$ cat config.mk
export PLATFORM = sky130hd
export DESIGN_NAME = afe_device_flat
export DESIGN_NICKNAME = d
export VERILOG_FILES = /design/src/rtl/afe_pkg.sv /design/src/rtl/afe_link_if.sv /design/src/rtl/afe_device.sv /design/src/flat_wrapper.sv
export SDC_FILE = /design/constraint.sdc
export NUM_CORES = 1
export LEC_CHECK = 0
export BUFFER_PORTS_ARGS = -buffer_cell sky130_fd_sc_hd__buf_2
export CORE_MARGIN = 5
export CORE_UTILIZATION = 50
export CTS_BUF_LIST = sky130_fd_sc_hd__clkbuf_4 sky130_fd_sc_hd__clkbuf_8
export CTS_CLUSTER_SIZE = 25
export DETAILED_ROUTE_END_ITERATION = 8
export GPL_ROUTABILITY_DRIVEN = 0
export PLACE_DENSITY = 0.69
export SYNTH_ARGS = -nofsm -noshare
export SYNTH_HDL_FRONTEND = slang
export SYNTH_SLANG_ARGS = --single-unit
$ cat constraint.sdc
create_clock -name I_CORE_CLK -period 3.1 [get_ports I_CORE_CLK]
set_clock_uncertainty 0.05 [all_clocks]
set_input_delay 0.31 -clock I_CORE_CLK [delete_from_list [all_inputs] [get_ports I_CORE_CLK]]
set_output_delay 0.31 -clock I_CORE_CLK [all_outputs]
set_load 0.02 [all_outputs]
$ cat src/rtl/afe_pkg.sv
// shared constants and types for the front-end serial port and sample sequencer
package afe_pkg;

   // ==========================================================
   // timing
   localparam int CLK_NS            = 100;
   localparam int SYNC_CYC          = 3;
   localparam int WAKE_MAX_NS       = 50000;
   localparam int WAKE_CYC          = WAKE_MAX_NS / CLK_NS - SYNC_CYC;
   localparam int WAKE_CNT_W        = 9;
   localparam int CONV_MAX_NS       = 10000;
   localparam int CONV_CYC          = CONV_MAX_NS / CLK_NS;
   localparam int CONV_CNT_W        = 7;
   localparam int TRIG_HIGH_MIN_NS  = 1000;
   localparam int TRIG_HIGH_CYC     = (TRIG_HIGH_MIN_NS + CLK_NS - 1) / CLK_NS;
   localparam int TRIG_SPACE_MIN_NS = 10000;
   localparam int TRIG_SPACE_CYC    = (TRIG_SPACE_MIN_NS + CLK_NS - 1) / CLK_NS;
   localparam int DROP_MIN_NS       = 1000;
   localparam int DROP_CYC          = (DROP_MIN_NS + CLK_NS - 1) / CLK_NS;
   localparam int HOLD_CYC          = TRIG_SPACE_CYC + DROP_CYC;
   localparam int HOST_CNT_W        = 8;
   localparam int SCLK_HALF_NS      = 800;
   localparam int SCLK_HALF_CYC     = SCLK_HALF_NS / CLK_NS;

   // ==========================================================
   // device register map
   localparam int          RESULT_W        = 10;
   localparam logic [5:0]  REG_ID          = 6'h00;
   localparam logic [5:0]  REG_STATUS      = 6'h09;
   localparam logic [5:0]  REG_ADC_CFG     = 6'h0b;
   localparam logic [5:0]  REG_SAMPLE_BASE = 6'h0c;
   localparam logic [5:0]  REG_RESULT_BASE = 6'h10;
   localparam int          STAT_DONE_BIT   = 0;
   localparam int          STAT_READY_BIT  = 1;
   localparam int          STAT_BUSY_BIT   = 2;
   localparam int          CFG_CONV_EN_BIT = 0;
   localparam logic [7:0]  CFG_RESET       = 8'h01;
   localparam logic [7:0]  SAMPLE_RESET    = 8'h00;
   localparam int          HDR_DIR_BIT     = 7;
   localparam int          HDR_AI_BIT      = 2;

   // ==========================================================
   // controller register map
   localparam logic [3:0]  HREG_HEADER     = 4'h0;
   localparam logic [3:0]  HREG_CTRL       = 4'h1;
   localparam logic [3:0]  HREG_LEN        = 4'h2;
   localparam int          CTRL_START_BIT  = 0;
   localparam int          CTRL_ENABLE_BIT = 1;
   localparam int          CTRL_TRIG_BIT   = 2;
   localparam int          HST_BUSY_BIT    = 0;
   localparam int          HST_ENABLE_BIT  = 1;
   localparam int          HST_READY_BIT   = 2;
   localparam int          HST_TRIG_BIT    = 3;

   typedef enum logic [2:0] {
      SP_HDR  = 3'b001,
      SP_DATA = 3'b010,
      SP_WAIT = 3'b100
   } spi_state_t;

   typedef enum logic [2:0] {
      HS_IDLE  = 3'b001,
      HS_SHIFT = 3'b010,
      HS_LAG   = 3'b100
   } host_state_t;

endpackage
$ cat src/rtl/afe_link_if.sv
// pins between the front end and its controller
interface afe_link_if;
   logic serial_select;
   logic serial_clock;
   logic serial_data_in;
   logic serial_data_out;
   logic front_end_enable_pin;
   logic front_end_ready_pin;
   logic conversion_trigger_pin;

   modport dev (
      input  serial_select,
      input  serial_clock,
      input  serial_data_in,
      output serial_data_out,
      input  front_end_enable_pin,
      output front_end_ready_pin,
      input  conversion_trigger_pin
   );

   modport host (
      output serial_select,
      output serial_clock,
      output serial_data_in,
      input  serial_data_out,
      output front_end_enable_pin,
      input  front_end_ready_pin,
      output conversion_trigger_pin
   );
endinterface

$ cat src/rtl/afe_device.sv
// front end: serial register port and conversion sequencer with result memory
// ==========================================================
// How it works
// - controller enables converter before raising enable
// - ready rises within 50 us of enable
// - conversion starts on trigger rising edge only
// - controller spaces trigger edges 10 us apart
// - 3-bit sample counter, clear while disabled, wraps
// - selection field k applies after k samples
// - eight result slots cleared at enable rise
// - n-th result into slot n-1, wraps
// - done flag set at conversion end
// - sleep while enable pin is low
// - controller waits 1 us before dropping enable
// - controller keeps emitter on 1 us
// - four-wire port: select, clock, data in/out
// - controller avoids serial traffic while enabled
// - header: direction, auto-increment, 6-bit address
// - write commits whole byte, then address advances
// - no auto-increment: one byte, then idle
// - partial byte at select fall is dropped
// - read shifts out register, address advances
// - output low while select low
// - controller keeps serial clock and select timing
// - results read as pairs from 0x10
// - selection fields in registers 0x0c to 0x0f
module afe_device (
   input  wire logic                          I_CORE_CLK,
   input  wire logic                          I_RSTN,
   afe_link_if.dev                            LINK,
   input  wire logic [afe_pkg::RESULT_W-1:0]  I_ADC_RESULT,
   output logic                               O_PD_SELECT,
   output logic [2:0]                         O_MUX_SELECT,
   output logic                               O_SLEEP,
   output logic                               O_CONVERTING
);
   import afe_pkg::*;

   // value is arbitrary
   localparam logic [7:0] ID_CODE = 8'h5a;

   // ==========================================================
   // pin synchronisers
   logic [4:0] pin_s1_q;
   logic [4:0] pin_s2_q;
   logic [4:0] pin_prev_q;
   wire  [4:0] pin_raw = {LINK.conversion_trigger_pin, LINK.front_end_enable_pin,
                          LINK.serial_data_in, LINK.serial_clock, LINK.serial_select};

   always_ff @(posedge I_CORE_CLK or negedge I_RSTN) begin
      if (!I_RSTN) begin
         pin_s1_q   <= 5'h00;
         pin_s2_q   <= 5'h00;
         pin_prev_q <= 5'h00;
      end else begin
         pin_s1_q   <= pin_raw;
         pin_s2_q   <= pin_s1_q;
         pin_prev_q <= pin_s2_q;
      end
   end

   wire sel_w      = pin_s2_q[0];
   wire sclk_rise  = pin_s2_q[1] & ~pin_prev_q[1];
   wire sclk_fall  = ~pin_s2_q[1] & pin_prev_q[1];
   wire sdi_w      = pin_s2_q[2];
   wire en_w       = pin_s2_q[3];
   wire en_rise    = pin_s2_q[3] & ~pin_prev_q[3];
   wire trig_rise  = pin_s2_q[4] & ~pin_prev_q[4];

   // ==========================================================
   // storage
   logic [7:0]          cfg_q;
   logic [7:0]          samp_q [4];
   logic [RESULT_W-1:0] res_q  [8];
   logic                done_q;
   logic                ready_q;
   logic                busy_q;
   logic                conv_on_q;
   logic [2:0]          cnt_q;
   logic [WAKE_CNT_W-1:0] wake_q;
   logic [CONV_CNT_W-1:0] conv_cnt_q;

   function automatic logic [7:0] rd_byte(input logic [5:0] a);
      logic [2:0] slot;
      slot    = a[3:1];
      rd_byte = 8'h00;
      if (a == REG_ID)
         rd_byte = ID_CODE;
      else if (a == REG_STATUS)
         rd_byte = {5'h00, busy_q, ready_q, done_q};
      else if (a == REG_ADC_CFG)
         rd_byte = cfg_q;
      else if (a[5:2] == REG_SAMPLE_BASE[5:2])
         rd_byte = samp_q[a[1:0]];
      else if (a[5:4] == REG_RESULT_BASE[5:4])
         rd_byte = a[0] ? {6'h00, res_q[slot][1:0]} : res_q[slot][9:2];
   endfunction

   // ==========================================================
   // serial port
   spi_state_t st_q;
   logic [2:0] bitc_q;
   logic [7:0] rx_q;
   logic [7:0] tx_q;
   logic       dir_q;
   logic       ai_q;
   logic [5:0] addr_q;
   logic       sdo_q;

   wire [7:0] rx_full   = {rx_q[6:0], sdi_w};
   wire       byte_done = sel_w & sclk_rise & (bitc_q == 3'd7);
   wire [5:0] hdr_addr  = {rx_full[6:3], rx_full[1:0]};
   wire [5:0] addr_next = addr_q + 6'd1;
   wire       reg_wr    = byte_done & (st_q == SP_DATA) & ~dir_q;
   wire       stat_clr  = reg_wr & (addr_q == REG_STATUS) & rx_full[STAT_DONE_BIT];

   always_ff @(posedge I_CORE_CLK or negedge I_RSTN) begin
      if (!I_RSTN) begin
         st_q   <= SP_HDR;
         bitc_q <= 3'd0;
         rx_q   <= 8'h00;
         tx_q   <= 8'h00;
         dir_q  <= 1'b0;
         ai_q   <= 1'b0;
         addr_q <= 6'h00;
         sdo_q  <= 1'b0;
      end else if (!sel_w) begin
         // a byte cut short by select falling is simply forgotten
         st_q   <= SP_HDR;
         bitc_q <= 3'd0;
         tx_q   <= 8'h00;
         sdo_q  <= 1'b0;
      end else begin
         if (sclk_rise) begin
            rx_q   <= rx_full;
            bitc_q <= bitc_q + 3'd1;
         end
         if (sclk_fall) begin
            sdo_q <= tx_q[7];
            tx_q  <= {tx_q[6:0], 1'b0};
         end
         if (byte_done) begin
            case (st_q)
               SP_HDR: begin
                  dir_q  <= rx_full[HDR_DIR_BIT];
                  ai_q   <= rx_full[HDR_AI_BIT];
                  addr_q <= hdr_addr;
                  tx_q   <= rx_full[HDR_DIR_BIT] ? rd_byte(hdr_addr) : 8'h00;
                  st_q   <= SP_DATA;
               end
               SP_DATA: begin
                  addr_q <= addr_next;
                  tx_q   <= (dir_q & ai_q) ? rd_byte(addr_next) : 8'h00;
                  st_q   <= ai_q ? SP_DATA : SP_WAIT;
               end
               SP_WAIT: begin
                  st_q <= SP_WAIT;
               end
               default: begin
                  st_q <= SP_HDR;
               end
            endcase
         end
      end
   end

   assign LINK.serial_data_out = sdo_q;

   // ==========================================================
   // registers written over the serial port
   always_ff @(posedge I_CORE_CLK or negedge I_RSTN) begin
      if (!I_RSTN) begin
         cfg_q <= CFG_RESET;
         for (int i = 0; i < 4; i++) begin
            samp_q[i] <= SAMPLE_RESET;
         end
      end else if (reg_wr) begin
         if (addr_q == REG_ADC_CFG)
            cfg_q <= rx_full;
         else if (addr_q[5:2] == REG_SAMPLE_BASE[5:2])
            samp_q[addr_q[1:0]] <= rx_full;
      end
   end

   // ==========================================================
   // wake-up and conversion sequencer
   wire conv_start = en_w & ready_q & conv_on_q & ~busy_q & trig_rise;
   wire conv_end   = busy_q & (conv_cnt_q == CONV_CNT_W'(CONV_CYC - 1));

   always_ff @(posedge I_CORE_CLK or negedge I_RSTN) begin
      if (!I_RSTN) begin
         conv_on_q  <= 1'b0;
         ready_q    <= 1'b0;
         wake_q     <= '0;
         busy_q     <= 1'b0;
         conv_cnt_q <= '0;
         cnt_q      <= 3'd0;
      end else begin
         if (en_rise)
            conv_on_q <= cfg_q[CFG_CONV_EN_BIT];
         if (!en_w) begin
            ready_q <= 1'b0;
            wake_q  <= '0;
            busy_q  <= 1'b0;
            cnt_q   <= 3'd0;
         end else begin
            if (!ready_q) begin
               wake_q <= wake_q + 1'b1;
               if (wake_q == WAKE_CNT_W'(WAKE_CYC - 1))
                  ready_q <= 1'b1;
            end
            if (conv_start) begin
               busy_q     <= 1'b1;
               conv_cnt_q <= '0;
            end else if (busy_q) begin
               conv_cnt_q <= conv_cnt_q + 1'b1;
            end
            if (conv_end) begin
               busy_q <= 1'b0;
               cnt_q  <= cnt_q + 3'd1;
            end
         end
      end
   end

   // the done flag: a conversion ending wins over a clear in the same cycle
   always_ff @(posedge I_CORE_CLK or negedge I_RSTN) begin
      if (!I_RSTN)
         done_q <= 1'b0;
      else
         done_q <= conv_end | (done_q & ~stat_clr & ~en_rise);
   end

   // result memory, wiped at each new enable interval
   always_ff @(posedge I_CORE_CLK or negedge I_RSTN) begin
      if (!I_RSTN) begin
         for (int i = 0; i < 8; i++) begin
            res_q[i] <= '0;
         end
      end else if (en_rise) begin
         for (int i = 0; i < 8; i++) begin
            res_q[i] <= '0;
         end
      end else if (conv_end) begin
         res_q[cnt_q] <= I_ADC_RESULT;
      end
   end

   // ==========================================================
   // selection and power outputs
   wire [7:0] samp_pair = samp_q[cnt_q[2:1]];
   wire [3:0] sel_field = cnt_q[0] ? samp_pair[7:4] : samp_pair[3:0];

   always_ff @(posedge I_CORE_CLK or negedge I_RSTN) begin
      if (!I_RSTN) begin
         O_PD_SELECT  <= 1'b0;
         O_MUX_SELECT <= 3'd0;
         O_SLEEP      <= 1'b1;
      end else begin
         O_PD_SELECT  <= sel_field[3];
         O_MUX_SELECT <= sel_field[2:0];
         O_SLEEP      <= ~en_w;
      end
   end

   assign O_CONVERTING             = busy_q;
   assign LINK.front_end_ready_pin = ready_q;

endmodule

$ cat src/flat_wrapper.sv
// flat-port wrapper written by rule: the top's interface ports become plain ports
module afe_device_flat import afe_pkg::*;
  (I_CORE_CLK, I_RSTN, I_ADC_RESULT, O_PD_SELECT, O_MUX_SELECT, O_SLEEP, O_CONVERTING, LINK_serial_select, LINK_serial_clock, LINK_serial_data_in, LINK_serial_data_out, LINK_front_end_enable_pin, LINK_front_end_ready_pin, LINK_conversion_trigger_pin);
  afe_link_if LINK_i ();
  input  wire logic I_CORE_CLK;
  input  wire logic I_RSTN;
  input  wire logic [afe_pkg::RESULT_W-1:0] I_ADC_RESULT;
  output logic O_PD_SELECT;
  output logic [2:0] O_MUX_SELECT;
  output logic O_SLEEP;
  output logic O_CONVERTING;
  input wire logic [$bits(LINK_i.serial_select)-1:0] LINK_serial_select;
  input wire logic [$bits(LINK_i.serial_clock)-1:0] LINK_serial_clock;
  input wire logic [$bits(LINK_i.serial_data_in)-1:0] LINK_serial_data_in;
  output wire logic [$bits(LINK_i.serial_data_out)-1:0] LINK_serial_data_out;
  input wire logic [$bits(LINK_i.front_end_enable_pin)-1:0] LINK_front_end_enable_pin;
  output wire logic [$bits(LINK_i.front_end_ready_pin)-1:0] LINK_front_end_ready_pin;
  input wire logic [$bits(LINK_i.conversion_trigger_pin)-1:0] LINK_conversion_trigger_pin;
  assign LINK_i.serial_select = LINK_serial_select;
  assign LINK_i.serial_clock = LINK_serial_clock;
  assign LINK_i.serial_data_in = LINK_serial_data_in;
  assign LINK_serial_data_out = LINK_i.serial_data_out;
  assign LINK_i.front_end_enable_pin = LINK_front_end_enable_pin;
  assign LINK_front_end_ready_pin = LINK_i.front_end_ready_pin;
  assign LINK_i.conversion_trigger_pin = LINK_conversion_trigger_pin;
  afe_device u_core (.I_CORE_CLK(I_CORE_CLK), .I_RSTN(I_RSTN), .LINK(LINK_i), .I_ADC_RESULT(I_ADC_RESULT), .O_PD_SELECT(O_PD_SELECT), .O_MUX_SELECT(O_MUX_SELECT), .O_SLEEP(O_SLEEP), .O_CONVERTING(O_CONVERTING));
endmodule
==> results.txt, run 1 <==
----------------------------------------------------
[STA]
  Worst slew margin ... 0.4066
  Post-route setup TNS ... 0 ns
  Period utilization ... 0.9086
  Final WS setup ... 0.2833 ns
  Final count of pins violating max slew ... 0
  Final critical delay including setup and external delays ... around 2.8 ns
  # setup viols final ... 0
  Slew at the pin closest to its max-slew limit ... about 0.9 ns
  Unrepaired setup endpoints after global routing ... false
  Final Hold Vio Count ... 0
  FMAX ... approximately 0.36 GHz

[Min path]
  Type of the most critical hold path ... input port to flop
  Hold path start ... I_ADC_RESULT[5]
  Worst Hold Endpoint ... u_core.res_q[55]
  Hold Path Depth ... 3

[Worst setup path]
  Critical Path Source Type ... flop
  Crit path required time ... roughly 3.4 ns
  Highest fanout seen on the critical path ... 13
  Slack of the worst reg-to-reg path ... 0.28 ns
  Critical path type ... flop to flop
  Worst Setup End Kind ... flop
  Worst flop-to-flop path endpoint ... u_core.tx_q[2]
  Reg2reg start ... u_core.addr_q[1]
  Number of cell instances on the worst register-to-register path ... 8
  Critical path arrival ... 3.11 ns

[Clock network]
  Hold-fix buffers, CTS ... 6
  Num Clock Sinks ... 191
  TritonCTS Buffers ... 17
  Maximum number of buffers from clock root to sink ... 2
  Worst-path clk slew ... between 0.1 and 0.15 ns
  CTS-repair resized insts ... 0
  TritonCTS clock tree ... done
  Deepest level of the CTS H-tree ... 4
  Clock tree root driver cell ... sky130_fd_sc_hd__clkbuf_8
  Worst skew pair latency ... between 0.4 and 0.5 ns
  Post-CTS Setup Bufs ... 0

[Final layout]
  Area growth syn-to-layout ... 10.24%
  Most common library cell in the layout ignoring fill and taps ... sky130_fd_sc_hd__dfrtp_1
  Antenna cell count ... 0
  Commonest non-fill, non-tap cells in the layout ... 187 x sky130_fd_sc_hd__dfrtp_1, 115 x sky130_fd_sc_hd__mux2i_1, 108 x sky130_fd_sc_hd__nor2_1, 64 x sky130_fd_sc_hd__mux2_2, 55 x sky130_fd_sc_hd__mux4_2
  Count of nets after finishing ... between 900 and 1k
  Ratio of cells with drive above 1 in the final layout ... 0.2624

[Logic synthesis]
  Ys flop type ... sky130_fd_sc_hd__dfrtp_1
  Async set-or-reset flop fraction in the synthesized netlist ... 1.000
  Synthesized net count ... roughly 950
  Number of cells produced by synthesis ... between 900 and 1k
  Cell area after synthesis ... roughly 11000 um2
  Flops & latches, synth ... approximately 190
  Portion of the post-synthesis area used by sequential elements ... 0.4487
  Distinct cell type count after synthesis ... 76
  Total number of yosys warnings ... 0
  Mean post-synth cell area ... around 12 um2
  EDFF count, synth ... 0

[Floorplan]
  Top-level I/O count ... 25
  Die area ... between 20000 and 25000 um2
  Die boundary width ... 156.0 um
  Effective utilization at floorplan ... 0.5071
  Core outline area ... between 20000 and 25000 um2
  Die Y ... around 160 um
  Number of placement rows ... 53

[Global route]
  GRT Resource Usage Total ... 0.2312
  GRT Residual Overflow ... 0
  Number of antenna violations at the first check in global routing ... 0
  Maximum number of pins on one net before global-route repair ... 83
  Vias in the first global route ... 7595
  First-pass GRT wire length ... approximately 44000 um

[Detailed routing]
  Remaining routing DRC violations ... 0
  Routed vias/inst ... about 6.2
  Residual antenna-violating net count after detailed routing ... 0
  Total number of vias ... about 7.7k
  DR pass1 iterations ... 5
  1st-iter DRT viols ... 750
  WL final ... 27180 um
  Routed WL per cell ... 21.94 um

[Placement]
  Final HPWL from detailed placement ... 18750 um
  Pre-CTS setup slack ... between 0.3 and 0.4 ns
  Port-buffer cells ... 24

[Power and ir drop]
  Leakage power total ... ~5.2 nW
  Combinational share of power ... 0.141
  Worst-case vdd ir drop ... between 0.0002 and 0.00025 V
  Fraction of power spent switching nets ... 0.2902
  Sequential fraction of design power ... 0.527
  Total design power ... ~5.0 mW
  Part of the total power dissipated in the clock network ... 0.333
  Power per standard cell area ... 424.5 nW/um2
  Net Sw Power ... 1.448 mW
  Internal power ... between 3 and 4 mW

[Run]
  Max-cap violations ... 0

[Run status]
  Outcome ... finished clean

----------------------------------------------------
state kept, by name (all words and copies together), names as in the netlist, 3 cells and up:
signal,cells
u_core.cnt_q,3
u_core.bitc_q,3
u_core.pin_s2_q,5
u_core.O_MUX_SELECT,3
u_core.wake_q,9
u_core.tx_q,8
u_core.pin_prev_q,3
u_core.rx_q,7
u_core.cfg_q,8
u_core.addr_q,6
u_core.samp_q,32
u_core.res_q,80
u_core.st_q,3
u_core.pin_s1_q,5
u_core.conv_cnt_q,7
layout make-up:
cell class | count | area, um2
Fill cell | 1750 | 9270
Multi-Input combinational cell | 645 | 5530
Timing Repair Buffer | 86 | 659.4
Inverter | 10 | 37.54
Clock buffer | 22 | 290.3
Tap cell | 275 | 344.1
Clock inverter | 10 | 105.1
Sequential cell | 191 | 4785
power groups by stage:
stage / combinational [mW] / clock, mW / sequential, mW
after floorplan: 0.433 / 0 / 2.63
after global placement: 0.684 / 0 / 2.67
after detailed placement: 0.688 / 0 / 2.67
after CTS: 0.695 / 1.70 / 2.63
after global routing: 0.752 / 1.81 / 2.64
final: 0.701 / 1.66 / 2.63
cell families after synthesis:
group                    Yosys count  share of synthesized area
XOR/XNOR                          14                    0.01397
adder cells (fa/ha/maj)           12                    0.01408
AO/OA/AOI/OAI                    120                    0.07407
multiplexers                     234                     0.2918
buffers and inverters             84                    0.03462
flip-flops                       191                     0.4487
AND/OR/NAND/NOR                  265                     0.1228
cell usage after synthesis (6+ instances only):
library cell / count / area, um2
sky130_fd_sc_hd__dfrtp_1: 188 / 4705
sky130_fd_sc_hd__mux2i_1: 115 / 1151
sky130_fd_sc_hd__xor2_1: 8 / 70.07
sky130_fd_sc_hd__nor2_1: 109 / 409.1
sky130_fd_sc_hd__mux4_2: 55 / 1239
sky130_fd_sc_hd__nand2_1: 50 / 187.7
sky130_fd_sc_hd__nand2b_1: 11 / 68.82
sky130_fd_sc_hd__nand3_1: 21 / 105.1
sky130_fd_sc_hd__nand4b_1: 7 / 61.31
sky130_fd_sc_hd__ha_1: 12 / 150.1
sky130_fd_sc_hd__a21oi_1: 35 / 175.2
sky130_fd_sc_hd__nor3_1: 9 / 45.04
sky130_fd_sc_hd__nor2b_1: 7 / 43.79
sky130_fd_sc_hd__inv_1: 8 / 30.03
sky130_fd_sc_hd__mux2_2: 64 / 720.7
sky130_fd_sc_hd__clkbuf_1: 48 / 180.2
sky130_fd_sc_hd__nand3b_1: 6 / 45.04
sky130_fd_sc_hd__buf_2: 13 / 65.06
sky130_fd_sc_hd__buf_1: 6 / 22.52
sky130_fd_sc_hd__o21ai_0: 27 / 135.1
sky130_fd_sc_hd__nor3b_1: 9 / 67.56
metrics by stage:
stage,cells,hold WS (ns),util,cell area (um2)
final,1239,0.09402,0.5590,11750
after global placement,1201,0.2860,0.5373,11300
after CTS,1239,0.06137,0.5590,11750
after detailed placement,1201,0.2855,0.5373,11300
after floorplan,920,-0.03559,-,10660
after global routing,1239,0.07810,0.5590,11750
metal layers:
metal  wire, um  vias up  global-route usage
met5          0        -                   0
met2      12550      317              0.3455
met3       1855       49             0.05354
met1      11790     3900              0.3279
met4        988        0             0.09462
li1           -     3430                   -
worst max-delay path: stages (launching register included):
cell                        delay, ns
sky130_fd_sc_hd__dfrtp_1         0.54
sky130_fd_sc_hd__ha_1            0.27
sky130_fd_sc_hd__buf_4           0.18
sky130_fd_sc_hd__nand3_1         0.12
sky130_fd_sc_hd__a2bb2o_1        0.34
sky130_fd_sc_hd__o31ai_2         0.59
sky130_fd_sc_hd__nor2_1          0.12
sky130_fd_sc_hd__a2111oi_1       0.35
sky130_fd_sc_hd__a211oi_1        0.14
worst max path at each step:
stage | startpoint | endpoint | depth (start not counted) | slack, ns
6_report | u_core.addr_q[1] | u_core.tx_q[2] | 8 | 0.28
5_1_grt | u_core.addr_q[1] | u_core.tx_q[2] | 8 | 0.05
4_1_cts | u_core.addr_q[1] | u_core.tx_q[2] | 8 | 0.35
3_5_place_dp | u_core.addr_q[1] | u_core.tx_q[2] | 8 | 0.37
3_3_place_gp | u_core.addr_q[1] | u_core.tx_q[2] | 8 | 0.52
2_1_floorplan | u_core.addr_q[0] | u_core.tx_q[1] | 11 | 0.07
(Power assumes the default switching activity.)
==> inputs of run 2 (changes only) <==
Settings changed: ABC_AREA set to 1.
==> run 2 against run 1 <==
  * Synthesized area decreased by 4.7%
  * First-iteration DRC count grew 32%
  * Fmax up 1.1%
  * Synthesized cell count up 42%
  * Sequential power down 2%
  * Global-route usage increased by 2.8 points
  * Critical path depth stayed put
  * Count of clock-buffer cells in the layout fell by 5
  * Power barely moved
  * Cell area fell by 4.5%
  * Utilization fell by 0.11 points
==> results.txt, run 2 <==
----------------------------------------------------
[Final layout]
  Commonest non-fill, non-tap cells in the layout ... 302 x sky130_fd_sc_hd__nand2_1, 187 x sky130_fd_sc_hd__dfrtp_1, 158 x sky130_fd_sc_hd__o21ai_0, 147 x sky130_fd_sc_hd__inv_1, 92 x sky130_fd_sc_hd__a21oi_1 (was 187 x sky130_fd_sc_hd__dfrtp_1, 115 x sky130_fd_sc_hd__mux2i_1, 108 x sky130_fd_sc_hd__nor2_1, 64 x sky130_fd_sc_hd__mux2_2, 55 x sky130_fd_sc_hd__mux4_2)
  Ratio of cells with drive above 1 in the final layout ... 0.09541 (was 0.2624)
  Flip-flop count of the largest register, all copies and words added ... 80 (unchanged)
  Filler instances ... 1907 (was 1750)
  Largest registers ... u_core.res_q (80), u_core.samp_q (32), u_core.wake_q (9) (unchanged)
  Antenna cell count ... 0 (unchanged)
  Area growth syn-to-layout ... 10.38% (was 10.24%)
  Most common library cell in the layout ignoring fill and taps ... sky130_fd_sc_hd__nand2_1 (was sky130_fd_sc_hd__dfrtp_1)
  Count of nets after finishing ... 1368 (was 980)
  Finished layout cell area ... 11220 um2 (was 11750 um2)
  Register with the most flip-flops ... u_core.res_q (unchanged)

[Logic synthesis]
  Top cells by count, synth ... 302 x sky130_fd_sc_hd__nand2_1, 188 x sky130_fd_sc_hd__dfrtp_1, 158 x sky130_fd_sc_hd__o21ai_0, 147 x sky130_fd_sc_hd__inv_1, 92 x sky130_fd_sc_hd__a21oi_1 (was 188 x sky130_fd_sc_hd__dfrtp_1, 115 x sky130_fd_sc_hd__mux2i_1, 109 x sky130_fd_sc_hd__nor2_1, 64 x sky130_fd_sc_hd__mux2_2, 55 x sky130_fd_sc_hd__mux4_2)
  Ys flop type ... sky130_fd_sc_hd__dfrtp_1 (unchanged)
  Number of cells produced by synthesis ... 1306 (was 920)
  Share of Yosys cell area claimed by the top area cell type ... 0.4629 (was 0.4413)
  Synthesized net count ... 1335 (was 949)
  Total number of yosys warnings ... 0 (unchanged)
  EDFF count, synth ... 0 (unchanged)
  Async set-or-reset flop fraction in the synthesized netlist ... 1.000 (unchanged)
  Portion of the post-synthesis area used by sequential elements ... 0.4707 (was 0.4487)
  Cell area after synthesis ... 10160 um2 (was 10660 um2)
  Largest cells by area after synthesis ... sky130_fd_sc_hd__dfrtp_1 46%, sky130_fd_sc_hd__nand2_1 11%, sky130_fd_sc_hd__o21ai_0 7.8% (was sky130_fd_sc_hd__dfrtp_1 44%, sky130_fd_sc_hd__mux4_2 12%, sky130_fd_sc_hd__mux2i_1 11%)
  Distinct cell type count after synthesis ... 44 (was 76)
  Leading area contributor after synthesis ... sky130_fd_sc_hd__dfrtp_1 (unchanged)
  Most repeated cell in the gate-level netlist after synthesis ... sky130_fd_sc_hd__nand2_1 (was sky130_fd_sc_hd__dfrtp_1)
  Mean post-synth cell area ... 7.781 um2 (was 11.59 um2)
  Flops & latches, synth ... 191 (unchanged)

[Worst setup path]
  Startpoint of the most critical setup path ... u_core.rx_q[2] (was u_core.addr_q[1])
  Slack of the worst reg-to-reg path ... 0.31 ns (was 0.28 ns)
  Critical path arrival ... 3.11 ns (about the same)
  Timing endpoint of the critical path ... u_core.tx_q[1] (was u_core.tx_q[2])
  Reg2reg start ... u_core.rx_q[2] (was u_core.addr_q[1])
  Crit path required time ... 3.42 ns (was 3.40 ns)
  Highest fanout seen on the critical path ... 12 (was 13)
  Number of cell instances on the worst register-to-register path ... 8 (unchanged)
  Critical path type ... flop to flop (unchanged)
  Worst Setup End Kind ... flop (unchanged)
  Worst flop-to-flop path endpoint ... u_core.tx_q[1] (was u_core.tx_q[2])
  Critical Path Source Type ... flop (unchanged)

[Detailed routing]
  WL final ... 30360 um (was 27180 um)
  Remaining routing DRC violations ... 0 (unchanged)
  Routed WL per cell ... 18.71 um (was 21.94 um)
  Routed vias/inst ... 5.907 (was 6.211)
  Total number of vias ... 9581 (was 7696)
  DR pass1 iterations ... 6 (was 5)
  1st-iter DRT viols ... 987 (was 750)
  Residual antenna-violating net count after detailed routing ... 0 (unchanged)

[STA]
  Worst slew margin ... 0.5015 (was 0.4066)
  Final critical delay including setup and external delays ... 2.787 ns (was 2.817 ns)
  Slew at the pin closest to its max-slew limit ... 0.7416 ns (was 0.8901 ns)
  Post-route setup TNS ... 0 ns (unchanged)
  FMAX ... 0.3589 GHz (was 0.3550 GHz)
  Unrepaired setup endpoints after global routing ... false (unchanged)
  Final Hold Vio Count ... 0 (unchanged)
  Final count of pins violating max slew ... 0 (unchanged)
  # setup viols final ... 0 (unchanged)
  Period utilization ... 0.8989 (was 0.9086)

[Power and ir drop]
  Power per standard cell area ... 444.5 nW/um2 (was 424.5 nW/um2)
  Net Sw Power ... 1.535 mW (was 1.448 mW)
  Internal power ... 3.451 mW (was 3.541 mW)
  Part of the total power dissipated in the clock network ... 0.356 (was 0.333)
  Leakage power total ... 5.054 nW (was 5.232 nW)
  Fraction of power spent switching nets ... 0.3078 (was 0.2902)
  Worst-case vdd ir drop ... 0.0002839 V (was 0.0002490 V)
  Combinational share of power ... 0.127 (was 0.141)
  Sequential fraction of design power ... 0.517 (was 0.527)

[Floorplan]
  Top-level I/O count ... 25 (unchanged)
  Die area ... 23280 um2 (was 24340 um2)
  Die boundary width ... 152.6 um (was 156.0 um)
  Die Y ... 152.6 um (was 156.0 um)
  Effective utilization at floorplan ... 0.5055 (was 0.5071)
  Core outline area ... 20100 um2 (was 21020 um2)
  Number of placement rows ... 52 (was 53)

[Placement]
  Final HPWL from detailed placement ... 21450 um (was 18750 um)
  Placed instance area ... 10740 um2 (was 11300 um2)
  Port-buffer cells ... 24 (unchanged)

[Clock network]
  CTS-repair resized insts ... 0 (unchanged)
  TritonCTS Buffers ... 17 (unchanged)
  Num Clock Sinks ... 191 (unchanged)
  Worst-path clk slew ... 0.11 ns (about the same)
  Worst skew pair latency ... 0.48 ns (about the same)
  Deepest level of the CTS H-tree ... 4 (unchanged)
  TritonCTS clock tree ... done (unchanged)
  Maximum number of buffers from clock root to sink ... 2 (unchanged)
  Clock tree root driver cell ... sky130_fd_sc_hd__clkbuf_8 (unchanged)

[Run]
  Max-cap violations ... 0 (unchanged)

[Run status]
  Outcome ... finished clean (unchanged)

[Global route]
  GRT Resource Usage Total ... 0.2596 (was 0.2312)
  Number of antenna violations at the first check in global routing ... 0 (unchanged)
  Maximum number of pins on one net before global-route repair ... 83 (unchanged)
  Vias in the first global route ... 8907 (was 7595)
  GRT Residual Overflow ... 0 (unchanged)
  First-pass GRT wire length ... 48890 um (was 43670 um)

[Min path]
  Type of the most critical hold path ... input port to flop (unchanged)

----------------------------------------------------
[run 2: changes by cell type in the layout (fill, tap and decap cells not counted), moves of 49 or more]
cell	delta
sky130_fd_sc_hd__nand2_1	+252
sky130_fd_sc_hd__inv_1	+139
sky130_fd_sc_hd__o21ai_0	+131
sky130_fd_sc_hd__mux2i_1	-115
sky130_fd_sc_hd__mux2_2	-63
sky130_fd_sc_hd__a21oi_1	+57
sky130_fd_sc_hd__o22ai_1	+56
sky130_fd_sc_hd__mux4_2	-55
sky130_fd_sc_hd__nand3_1	+49
[run 2: what timing repair did]
action | in CTS | in global routing
buffers inserted | 0 | 0
endpoints found under the hold margin | 84 | 0
hold buffers | 6 | 0
[run 2: logic make-up after synthesis]
group           Yosys count  synth area share
simple gates            492            0.2093
mux                       1          0.001108
flops                   191            0.4707
buf+inv                 209           0.08200
fa+ha+maj                12           0.01477
compound gates          401            0.2221
[run 2: layout make-up]
class / count / area (um2) / share of cell area
Timing Repair Buffer: 73 / 561.8 / 0.05008
Sequential cell: 191 / 4785 / 0.4265
Clock buffer: 17 / 234.0 / 0.02086
Multi-Input combinational cell: 906 / 4548 / 0.4055
Tap cell: 270 / 337.8 / 0.03012
Clock inverter: 15 / 187.7 / 0.01673
Inverter: 150 / 563.0 / 0.05020
[run 2: worst max-delay path: stages (launching register included)]
cell	delay (ns)
sky130_fd_sc_hd__dfrtp_1	0.50
sky130_fd_sc_hd__inv_1	0.38
sky130_fd_sc_hd__nand2_1	0.48
sky130_fd_sc_hd__nor3_1	0.73
sky130_fd_sc_hd__nor2_1	0.11
sky130_fd_sc_hd__nand2_1	0.12
sky130_fd_sc_hd__nand2_1	0.06
sky130_fd_sc_hd__a21oi_1	0.16
sky130_fd_sc_hd__a21oi_1	0.09
[run 2: metal layers]
layer  wire length [um]  part of all wire  up-vias  global-route usage
met2              13470              0.44      483              0.3939
met1              13010              0.43     4520              0.3712
met4               1172             0.039        0              0.1112
met3               2694             0.089       80             0.04175
li1                   -                 -     4498                   -
met5                  0                 0        -                   0
[run 2: worst min-delay path by stage]
stage / startpoint / to / cells after the start
CTS: I_ADC_RESULT[2] / u_core.res_q[12] / 4
global route: I_ADC_RESULT[2] / u_core.res_q[12] / 4
detailed placement: u_core.pin_s1_q[2] / u_core.pin_s2_q[2] / 0
finish: I_ADC_RESULT[2] / u_core.res_q[2] / 4
global placement: u_core.pin_s1_q[1] / u_core.pin_s2_q[1] / 0
floorplan: I_RSTN / u_core.LINK.front_end_ready_pin / 0
[run 2: power groups by stage]
stage	registers, mW	logic, mW	clock network [mW]
finish	2.58	0.634	1.77
global route	2.58	0.690	1.89
CTS	2.58	0.622	1.79
detailed placement	2.63	0.615	0
global placement	2.62	0.610	0
floorplan	2.60	0.346	0
[run 2: through the flow]
stage | setup WS, ns | total power [mW] | utilization | hold WS, ns | cells
floorplan | 0.2512 | 2.943 | - | -0.03559 | 1306
global placement | 0.4402 | 3.234 | 0.5340 | 0.2820 | 1584
detailed placement | 0.4337 | 3.240 | 0.5340 | 0.2881 | 1584
CTS | 0.4241 | 4.990 | 0.5579 | 0.2109 | 1622
global route | 0.1398 | 5.164 | 0.5579 | 0.2296 | 1622
finish | 0.3134 | 4.986 | 0.5579 | 0.2302 | 1622
